## src/design/hts_regs.svh

```systemverilog
// Register offsets, field positions, reset values and timing counts of the sensor control block
`ifndef HTS_REGS_SVH
`define HTS_REGS_SVH

`define HTS_SLAVE_ADDR 7'h40
`define HTS_OFS_STATE 8'h00
`define HTS_OFS_RES_HI 8'h01
`define HTS_OFS_RES_LO 8'h02
`define HTS_OFS_SETUP 8'h03
`define HTS_OFS_PART 8'h11
`define HTS_BIT_PEND 0
`define HTS_BIT_START 0
`define HTS_BIT_HEAT 1
`define HTS_BIT_THERM 4
`define HTS_BIT_FAST 5
`define HTS_SETUP_MASK 8'h33
`define HTS_SETUP_RST 8'h00
`define HTS_STATE_RST 8'h01
`define HTS_RESULT_RST 16'h0000
`define HTS_CLK_HZ 50000000
`define HTS_CONV_NORM_US 5800
`define HTS_CONV_FAST_US 2600
`define HTS_CONV_NORM_CYC (`HTS_CONV_NORM_US * (`HTS_CLK_HZ / 1000000))
`define HTS_CONV_FAST_CYC (`HTS_CONV_FAST_US * (`HTS_CLK_HZ / 1000000))
`define HTS_RH_BITS 12
`define HTS_TEMP_BITS 14

`endif

```

## src/design/hts_pkg.sv

```systemverilog
// Types shared by the sensor control block
package hts_pkg;
  typedef enum logic [5:0] {
    HTS_I_IDLE = 6'b000001,
    HTS_I_ADDR = 6'b000010,
    HTS_I_ACK = 6'b000100,
    HTS_I_RX = 6'b001000,
    HTS_I_TX = 6'b010000,
    HTS_I_MACK = 6'b100000
  } hts_i2c_st_t;
  typedef enum logic [2:0] {
    HTS_C_SLEEP = 3'b001,
    HTS_C_RUN = 3'b010,
    HTS_C_AWAKE = 3'b100
  } hts_conv_st_t;
endpackage

```

## src/design/hts_sync.sv

```systemverilog
// Three-stage pin synchroniser with agreement filter
`timescale 1ns/100ps
`default_nettype none
module hts_sync (
  input wire logic clk,
  input wire logic rst,
  input wire logic ce,
  input wire logic pin_in,
  output logic level_q,
  output logic rise,
  output logic fall
);
  logic s1_q; // First stage, read only by s2
  logic s2_q;
  logic s3_q;

  // Shift chain; filtered level moves only when stages two and three agree
  always_ff @(posedge clk) begin
    if (rst) begin
      s1_q <= 1'b1;
      s2_q <= 1'b1;
      s3_q <= 1'b1;
      level_q <= 1'b1;
    end else if (ce) begin
      s1_q <= pin_in;
      s2_q <= s1_q;
      s3_q <= s2_q;
      if (s2_q == s3_q) begin
        level_q <= s3_q;
      end
    end
  end

  // Edges of the filtered level, one cycle wide
  assign rise = ce && (s2_q == s3_q) && s3_q && !level_q;
  assign fall = ce && (s2_q == s3_q) && !s3_q && level_q;
endmodule
`default_nettype wire

```

## src/design/hts_conv.sv

```systemverilog
// Conversion timer standing in for the analog front end
`timescale 1ns/100ps
`default_nettype none
`include "hts_regs.svh"
module hts_conv #(
  parameter int NORM_CYC = `HTS_CONV_NORM_CYC,
  parameter int FAST_CYC = `HTS_CONV_FAST_CYC
) (
  input wire logic clk,
  input wire logic rst,
  input wire logic ce,
  input wire logic start,
  input wire logic fast,
  output logic done
);
  logic [31:0] cnt_q; // Cycles left in the running conversion
  logic busy_q;

  // Load on start, count down, pulse done on the last cycle
  always_ff @(posedge clk) begin
    if (rst) begin
      cnt_q <= 32'h0;
      busy_q <= 1'b0;
    end else if (ce) begin
      if (start) begin
        cnt_q <= fast ? 32'(FAST_CYC) : 32'(NORM_CYC);
        busy_q <= 1'b1;
      end else if (busy_q) begin
        cnt_q <= cnt_q - 32'h1;
        if (cnt_q == 32'h1) begin
          busy_q <= 1'b0;
        end
      end
    end
  end

  assign done = ce && busy_q && !start && (cnt_q == 32'h1);
endmodule
`default_nettype wire

```

## src/design/hts_top.sv

```systemverilog
// I2C slave, register set and conversion control of the humidity/temperature sensor
// Notes on behaviour
// Slave only, answers address 0x40
// Link works up to 400 kHz clock
// Setup D0 write starts conversion, humidity default
// Status D0 high while converting, low done
// Host polls status before reading result
// Result high at 0x01, low at 0x02
// Humidity gives 12-bit code
// Writing 0x11 starts temperature conversion
// Temperature gives 14-bit code
// Conversion 5.8 ms, fast mode 2.6 ms
// Setup D1 keeps heater on
// Chip select high: standby, link disabled
// Two zero setup writes enter standby
// Temperature conversion ends in standby
// Temperature after humidity keeps device awake
// Part code: type high nibble, revision low
// First byte: address then direction bit
// Acknowledge by holding SDA low ninth clock
// Write: pointer byte then data byte
// Read after pointer write and repeated start
// Acked high byte followed by low byte
// Host writes reserved bits as zero only
// Result held until next conversion finishes
`timescale 1ns/100ps
`default_nettype none
`include "hts_regs.svh"
module hts_top
  import hts_pkg::*;
#(
  parameter logic [3:0] PART_TYPE = 4'h5, // Arbitrary value
  parameter logic [3:0] PART_REV = 4'h2, // Arbitrary value
  parameter int NORM_CYC = `HTS_CONV_NORM_CYC,
  parameter int FAST_CYC = `HTS_CONV_FAST_CYC
) (
  input wire logic clk,
  input wire logic rst,
  input wire logic ce,
  input wire logic scl_in,
  input wire logic sda_in,
  output logic sda_out,
  output logic sda_oe,
  input wire logic chip_select_n,
  input wire logic [13:0] sample_code,
  output logic heater_on,
  output logic standby,
  output logic converting
);

  ////////////////////////////////////////////////////////////////////////
  // Pin synchronisers
  logic scl_lvl, scl_rise, scl_fall;
  logic sda_lvl, sda_rise, sda_fall;
  logic cs_lvl;

  hts_sync u_scl (.clk(clk), .rst(rst), .ce(ce), .pin_in(scl_in), .level_q(scl_lvl),
    .rise(scl_rise), .fall(scl_fall));
  hts_sync u_sda (.clk(clk), .rst(rst), .ce(ce), .pin_in(sda_in), .level_q(sda_lvl),
    .rise(sda_rise), .fall(sda_fall));
  hts_sync u_cs (.clk(clk), .rst(rst), .ce(ce), .pin_in(chip_select_n), .level_q(cs_lvl),
    .rise(), .fall());

  // Sampling at 50 MHz gives ample margin for a 400 kHz bus clock
  logic link_en;
  assign link_en = !cs_lvl; // Pin high cuts the link off

  // Bus conditions seen while the clock is high
  logic start_cond, stop_cond;
  assign start_cond = link_en && scl_lvl && sda_fall;
  assign stop_cond = link_en && scl_lvl && sda_rise;
  logic sda_now; // SDA as of the edge an SCL rise is seen; the filtered level lags a cycle behind
  assign sda_now = sda_rise || (sda_lvl && !sda_fall);

  ////////////////////////////////////////////////////////////////////////
  // Register state
  logic [7:0] setup_q; // Setup register, reserved bits kept zero
  logic [15:0] result_q; // Last completed result
  logic pend_q; // Set by reset or a conversion start, cleared when a conversion finishes
  logic [7:0] ptr_q; // Register pointer
  logic clr_seen_q; // One zero write already seen
  hts_conv_st_t cst_q;

  // Register read decode, used for first byte and auto-advance
  function automatic logic [7:0] rd_reg(input logic [7:0] a);
    case (a)
      `HTS_OFS_STATE: rd_reg = {7'h00, pend_q};
      `HTS_OFS_RES_HI: rd_reg = result_q[15:8];
      `HTS_OFS_RES_LO: rd_reg = result_q[7:0];
      `HTS_OFS_SETUP: rd_reg = setup_q;
      `HTS_OFS_PART: rd_reg = {PART_TYPE, PART_REV};
      default: rd_reg = 8'h00;
    endcase
  endfunction

  ////////////////////////////////////////////////////////////////////////
  // I2C slave state machine
  hts_i2c_st_t ist_q;
  logic [7:0] sh_q; // Shift register
  logic [3:0] bit_q; // Bits handled in this byte
  logic rd_q; // Transaction is a read
  logic [1:0] wcnt_q;
  logic ack_q; // Master acknowledged the byte just sent
  logic wr_strobe; // One-cycle write of setup data
  logic [7:0] wr_data;

  // Byte completion terms
  logic byte_done;
  assign byte_done = scl_fall && (bit_q == 4'd7);

  // Link protocol: start, address, ack, data in and out
  always_ff @(posedge clk) begin
    if (rst) begin
      ist_q <= HTS_I_IDLE;
      sh_q <= 8'h00;
      bit_q <= 4'd0;
      rd_q <= 1'b0;
      wcnt_q <= 2'd0;
      ack_q <= 1'b0;
      ptr_q <= 8'h00;
      sda_out <= 1'b1;
      sda_oe <= 1'b0;
    end else if (ce) begin
      if (!link_en || stop_cond) begin
        // Chip select high or stop: release the bus
        ist_q <= HTS_I_IDLE;
        sda_oe <= 1'b0;
      end else if (start_cond) begin
        // Start or repeated start: fresh address byte
        ist_q <= HTS_I_ADDR;
        bit_q <= 4'hF; // The SCL fall that closes the start carries no bit
        sda_oe <= 1'b0;
      end else begin
        case (ist_q)
          HTS_I_IDLE: begin
            sda_oe <= 1'b0;
          end
          HTS_I_ADDR: begin
            if (scl_rise) begin
              sh_q <= {sh_q[6:0], sda_now};
            end
            if (byte_done) begin
              bit_q <= 4'd0;
              // Seven address bits then direction
              if (sh_q[7:1] == `HTS_SLAVE_ADDR) begin
                rd_q <= sh_q[0];
                wcnt_q <= 2'd0;
                sda_oe <= 1'b1;
                sda_out <= 1'b0;
                ist_q <= HTS_I_ACK;
              end else begin
                ist_q <= HTS_I_IDLE; // Not ours
              end
            end else if (scl_fall) begin
              bit_q <= bit_q + 4'd1;
            end
          end
          HTS_I_ACK: begin
            // Held low across the ninth clock high phase
            if (scl_fall) begin
              if (rd_q) begin
                sh_q <= rd_reg(ptr_q);
                sda_out <= rd_reg(ptr_q) >> 7 != 8'h00;
                sda_oe <= 1'b1;
                ist_q <= HTS_I_TX;
              end else begin
                sda_oe <= 1'b0;
                ist_q <= HTS_I_RX;
              end
            end
          end
          HTS_I_RX: begin
            if (scl_rise) begin
              sh_q <= {sh_q[6:0], sda_now};
            end
            if (byte_done) begin
              bit_q <= 4'd0;
              // Pointer byte first, then one data byte
              if (wcnt_q == 2'd0) begin
                ptr_q <= sh_q;
              end
              if (wcnt_q != 2'd3) begin
                wcnt_q <= wcnt_q + 2'd1;
              end
              sda_oe <= 1'b1;
              sda_out <= 1'b0;
              ist_q <= HTS_I_ACK;
            end else if (scl_fall) begin
              bit_q <= bit_q + 4'd1;
            end
          end
          HTS_I_TX: begin
            if (byte_done) begin
              bit_q <= 4'd0;
              sda_oe <= 1'b0; // Release for master ack
              ist_q <= HTS_I_MACK;
            end else if (scl_fall) begin
              bit_q <= bit_q + 4'd1;
              sda_out <= sh_q[6];
              sh_q <= {sh_q[6:0], 1'b0};
            end
          end
          HTS_I_MACK: begin
            if (scl_rise) begin
              ack_q <= !sda_now;
            end
            if (scl_fall) begin
              if (ack_q) begin
                // Master acked: advance, high byte leads to low
                sh_q <= rd_reg(ptr_q + 8'h01);
                sda_out <= rd_reg(ptr_q + 8'h01) >> 7 != 8'h00;
                ptr_q <= ptr_q + 8'h01;
                sda_oe <= 1'b1;
                ist_q <= HTS_I_TX;
              end else begin
                ist_q <= HTS_I_IDLE;
              end
            end
          end
          default: begin
            ist_q <= HTS_I_IDLE;
            sda_oe <= 1'b0;
          end
        endcase
      end
    end
  end

  // Data byte write strobe: second byte of a write, on its acknowledge
  assign wr_strobe = ce && link_en && !start_cond && !stop_cond && (ist_q == HTS_I_RX) && byte_done
    && (wcnt_q == 2'd1) && (ptr_q == `HTS_OFS_SETUP);
  // Reserved bits forced to zero in case the host slips
  assign wr_data = sh_q & `HTS_SETUP_MASK;

  ////////////////////////////////////////////////////////////////////////
  // Conversion control
  logic conv_start, conv_done;
  logic last_therm_q; // Kind of the running conversion
  logic after_rh_q; // A humidity conversion finished since the last double zero write
  assign conv_start = wr_strobe && wr_data[`HTS_BIT_START];

  hts_conv #(.NORM_CYC(NORM_CYC), .FAST_CYC(FAST_CYC)) u_conv (
    .clk(clk), .rst(rst), .ce(ce), .start(conv_start),
    .fast(wr_data[`HTS_BIT_FAST]),
    .done(conv_done)
  );

  // Setup register; heater follows its bit
  always_ff @(posedge clk) begin
    if (rst) begin
      setup_q <= `HTS_SETUP_RST;
    end else if (ce && wr_strobe) begin
      setup_q <= wr_data;
    end
  end
  assign heater_on = setup_q[`HTS_BIT_HEAT];

  // Pending flag: start wins over completion
  always_ff @(posedge clk) begin
    if (rst) begin
      pend_q <= 1'b1;
    end else if (ce) begin
      if (conv_start) begin
        pend_q <= 1'b1;
      end else if (conv_done) begin
        pend_q <= 1'b0;
      end
    end
  end

  // Result capture; 12-bit humidity or 14-bit temperature
  always_ff @(posedge clk) begin
    if (rst) begin
      result_q <= `HTS_RESULT_RST;
    end else if (ce && conv_done) begin
      if (last_therm_q) begin
        result_q <= {sample_code[`HTS_TEMP_BITS-1:0], 2'b00};
      end else begin
        result_q <= {sample_code[`HTS_RH_BITS-1:0], 4'h0};
      end
    end
  end

  // Power state machine
  always_ff @(posedge clk) begin
    if (rst) begin
      cst_q <= HTS_C_SLEEP;
      last_therm_q <= 1'b0;
      after_rh_q <= 1'b0;
      clr_seen_q <= 1'b0;
    end else if (ce) begin
      if (wr_strobe) begin
        // Two zero writes in a row count as standby request
        clr_seen_q <= (wr_data == 8'h00);
      end
      // Kind follows every start, a restart while running too
      if (conv_start) begin
        last_therm_q <= wr_data[`HTS_BIT_THERM];
      end
      case (cst_q)
        HTS_C_SLEEP, HTS_C_AWAKE: begin
          if (conv_start) begin
            cst_q <= HTS_C_RUN;
          end else if (wr_strobe && wr_data == 8'h00 && clr_seen_q) begin
            cst_q <= HTS_C_SLEEP;
            after_rh_q <= 1'b0;
          end
        end
        HTS_C_RUN: begin
          if (conv_done) begin
            if (last_therm_q && !after_rh_q) begin
              cst_q <= HTS_C_SLEEP;
            end else begin
              cst_q <= HTS_C_AWAKE;
            end
            if (!last_therm_q) begin
              after_rh_q <= 1'b1;
            end
          end
        end
        default: begin
          cst_q <= HTS_C_SLEEP;
        end
      endcase
    end
  end

  // Standby whenever idle in sleep or chip select held high
  assign standby = cs_lvl || (cst_q == HTS_C_SLEEP);
  assign converting = (cst_q == HTS_C_RUN);
endmodule
`default_nettype wire

```

## config.mk

```make
export PLATFORM = sky130hd
export DESIGN_NAME = hts_top
export DESIGN_NICKNAME = d
export VERILOG_FILES = /design/src/design/hts_pkg.sv /design/src/design/hts_sync.sv /design/src/design/hts_conv.sv /design/src/design/hts_top.sv
export VERILOG_INCLUDE_DIRS = /design/src /design/src/design
export SDC_FILE = /design/constraint.sdc
export NUM_CORES = 1
export LEC_CHECK = 0
export BUFFER_PORTS_ARGS = -buffer_cell sky130_fd_sc_hd__buf_4
export CAP_MARGIN = 20
export CORE_ASPECT_RATIO = 2
export CORE_MARGIN = 3
export CORE_UTILIZATION = 29
export DETAILED_ROUTE_END_ITERATION = 8
export SYNTH_ARGS = -nofsm -noshare
export SYNTH_HDL_FRONTEND = slang
export SYNTH_HIERARCHICAL = 1
export SYNTH_SLANG_ARGS = --single-unit
```

## constraint.sdc

```tcl
create_clock -name clk -period 6.3 [get_ports clk]
set_input_delay 0.63 -clock clk [delete_from_list [all_inputs] [get_ports clk]]
set_output_delay 0.63 -clock clk [all_outputs]
set_load 0.01 [all_outputs]
```

==> flow_summary_export.csv <==
group,metric,value,unit
worst_setup_path,critical_path_buf_inv_count,2,
place,gp_congestion,0.9380,
worst_setup_path,path_cells,"buf_4 > nand2b_2 > nor3b_1 > and4b_1 > nand3_1 > nor4_4 > nand2_1 > inv_1 > nand2b_1 > nor3_1 > and2_1 > a32oi_1 > a21oi_1",
cts,cts-root-buf,"sky130_fd_sc_hd__clkbuf_16",
worst_setup_path,critical_path_required,6490,ps
yosys,synth_fp_nets,774,
detailed_routing,wire_per_inst,17.81,um
worst_setup_path,timing.critical_path.slowest_stage_cell,"sky130_fd_sc_hd__nor3b_1",
sta,setup_tns_after_final_layout,0,ps
yosys,syn_inst,743,
place,place.port_buffers,24,
sta,setup_viol_count_final,0,
run,cap_violations,0,
worst_setup_path,cp_max_fo,46,
detailed_routing,drt-vias-per-instance,5.765,
detailed_routing,detailedRoute.firstIterationViolations,299,
worst_setup_path,endpoint_kind,"register",
layout,nets,761,
layout,layout-drive-gt1-share,8.299,%
sta,max_clock_freq,230.1,MHz
floorplan,floorplan_core_area,20090,um2
cts,cts-root-to-sink-buffers,2,
cts,insertion_delay,360,ps
worst_setup_path,crit_path_start_kind,"input port",
cts,cts_repair_resize_count,0,
worst_setup_path,worst_ep_arrival_time,4540,ps
detailed_routing,routed_wirelength,17760,um
floorplan,fp-row-count,73,
cts,clock_sink_count,102,
layout,antennaDiodeCount,0,
sta,fin_skew,17.12,ps
layout,area_growth,9.864,%
sta,finalHoldViolations,0,
cts,cts.hold.buffers_added,0,
floorplan,horizontal_extent_of_the_die,107.6,um
detailed_routing,drc_errors,0,
worst_setup_path,max_stage_delay,600,ps
yosys,syn_area,5987,um2
cts,post-cts-setup-buffer-count,0,
power,cellLeakagePower,0.002283,uW
sta,layout_min_cycle_time,4347,ps
hold_path,min-delay-path-class,"register to register",
detailed_routing,vias,5748,
layout,finalCoreUtilization,32.73,%
outcome,run_status,"complete, no violations",
sta,worst_slew_margin_rel,31.64,%
floorplan,fp.dieH,209.2,um
power,power.density_cell_area,190.3,nW/um2
grt,antenna_violations_before_repair,0,
layout,fill_cells,2182,
detailed_routing,ant_nets,0,
cts,cts_inserted_buffers,9,
worst_setup_path,criticalPathCategory,"input port to register",
cts,ctsHtreeMaxLevel,3,
sta,period_share,68.99,%
sta,worst-slew-pin-transition,1025,ps
grt,maximum_number_of_pins_on_one_net_before_global_route_repair,95,
floorplan,design.die.area,22510,um2
sta,drv_slew,0,
place,place_hpwl,13020,um
grt,grt_pass1_vias,5516,
worst_setup_path,critical-path-top-delay-family,"simple AND/OR/NAND/NOR gates",
power,ir_worst_vdd,0.1147,mV
yosys,synthesis.area_per_instance,8.058,um2
floorplan,io_pins,25,
yosys,yosys_warnings,6,
detailed_routing,drtPass1Iterations,6,
grt,global_route_wire_length_before_repair,27830,um
grt,grt_overflow,0,
grt,grt_use_total,15.56,%
cts,worst_setup_hold_path_clk_slew,70,ps
sta,rsz0062_at_grt,"false",
floorplan,start_util,29.79,%
cts,tritoncts,"built",
-- flip-flops by register name, indices dropped and copies added, names as in the netlist, 2 cells and up --
| signal | cells |
|---|---|
| u_conv/cnt_q | 32 |
| result_q | 14 |
| ptr_q | 8 |
| sh_q | 8 |
| ist_q | 6 |
| bit_q | 4 |
| setup_q | 4 |
| cst_q | 3 |
| wcnt_q | 2 |
-- per-layer routing --
metal | vias to the layer above | share of wire [%] | track usage [%]
met5 | - | 0 | 0
met4 | 0 | 5.9 | 10.46
met3 | 63 | 2.9 | 1.978
met2 | 151 | 56 | 29.23
met1 | 2766 | 35 | 15.32
li1 | 2768 | - | -
-- cell usage in the layout, fill, tap and decap left out, types with 11 or more instances in the layout --
cell,count
sky130_fd_sc_hd__a211oi_1,19
sky130_fd_sc_hd__a21oi_1,50
sky130_fd_sc_hd__a22oi_1,13
sky130_fd_sc_hd__buf_4,24
sky130_fd_sc_hd__dfxtp_1,102
sky130_fd_sc_hd__ha_1,11
sky130_fd_sc_hd__inv_1,17
sky130_fd_sc_hd__mux2i_1,25
sky130_fd_sc_hd__nand2_1,61
sky130_fd_sc_hd__nand3_1,32
sky130_fd_sc_hd__nand4_1,12
sky130_fd_sc_hd__nor2_1,86
sky130_fd_sc_hd__nor2b_1,16
sky130_fd_sc_hd__nor3_1,17
sky130_fd_sc_hd__nor4_1,11
sky130_fd_sc_hd__o21ai_0,33
sky130_fd_sc_hd__or3_1,12
-- worst paths after layout --
kind | start | to | slack, ps | cells after the start
max | ce | cst_q[2] | 1950 | 13
min | u_scl/s1_q | u_scl/s2_q | 460 | 1
max reg2reg | u_scl/s2_q | cst_q[2] | 2210 | 12
min reg2reg | u_scl/s1_q | u_scl/s2_q | 460 | 1
-- through the flow --
| step | std cells | setup WS (ps) | cell area [um2] | hold WS [ps] | total power (uW) |
|---|---|---|---|---|---|
| final | 997 | 1953 | 6578 | 459.5 | 1252 |
| after global routing | 997 | 1575 | 6578 | 475.7 | 1292 |
| after CTS | 997 | 1933 | 6578 | 462.1 | 1266 |
| after detailed placement | 981 | 1556 | 6291 | 445.3 | 713.9 |
| after global placement | 981 | 1716 | 6291 | 440.6 | 713.3 |
| after floorplan | 743 | 2805 | 5987 | 431.2 | 691.3 |
-- cell type report --
type,count,area [um2],area share (%)
clock buffer,13,260.3,3.957
inverter,17,63.81,0.9701
timing repair buffer,24,180.2,2.739
multi-input combinational,576,3677,55.91
clock inverter,3,26.28,0.3995
tap,262,327.8,4.984
sequential,102,2042,31.04
-- power by group --
part / switching (uW) / total, uW / internal (uW)
Combinational: 28.4 / 46.8 / 18.3
Clock: 260 / 553 / 293
Sequential: 3.18 / 652 / 648
Total: 292 / 1250 / 960
No activity file was read; power rests on OpenSTA's default activity.
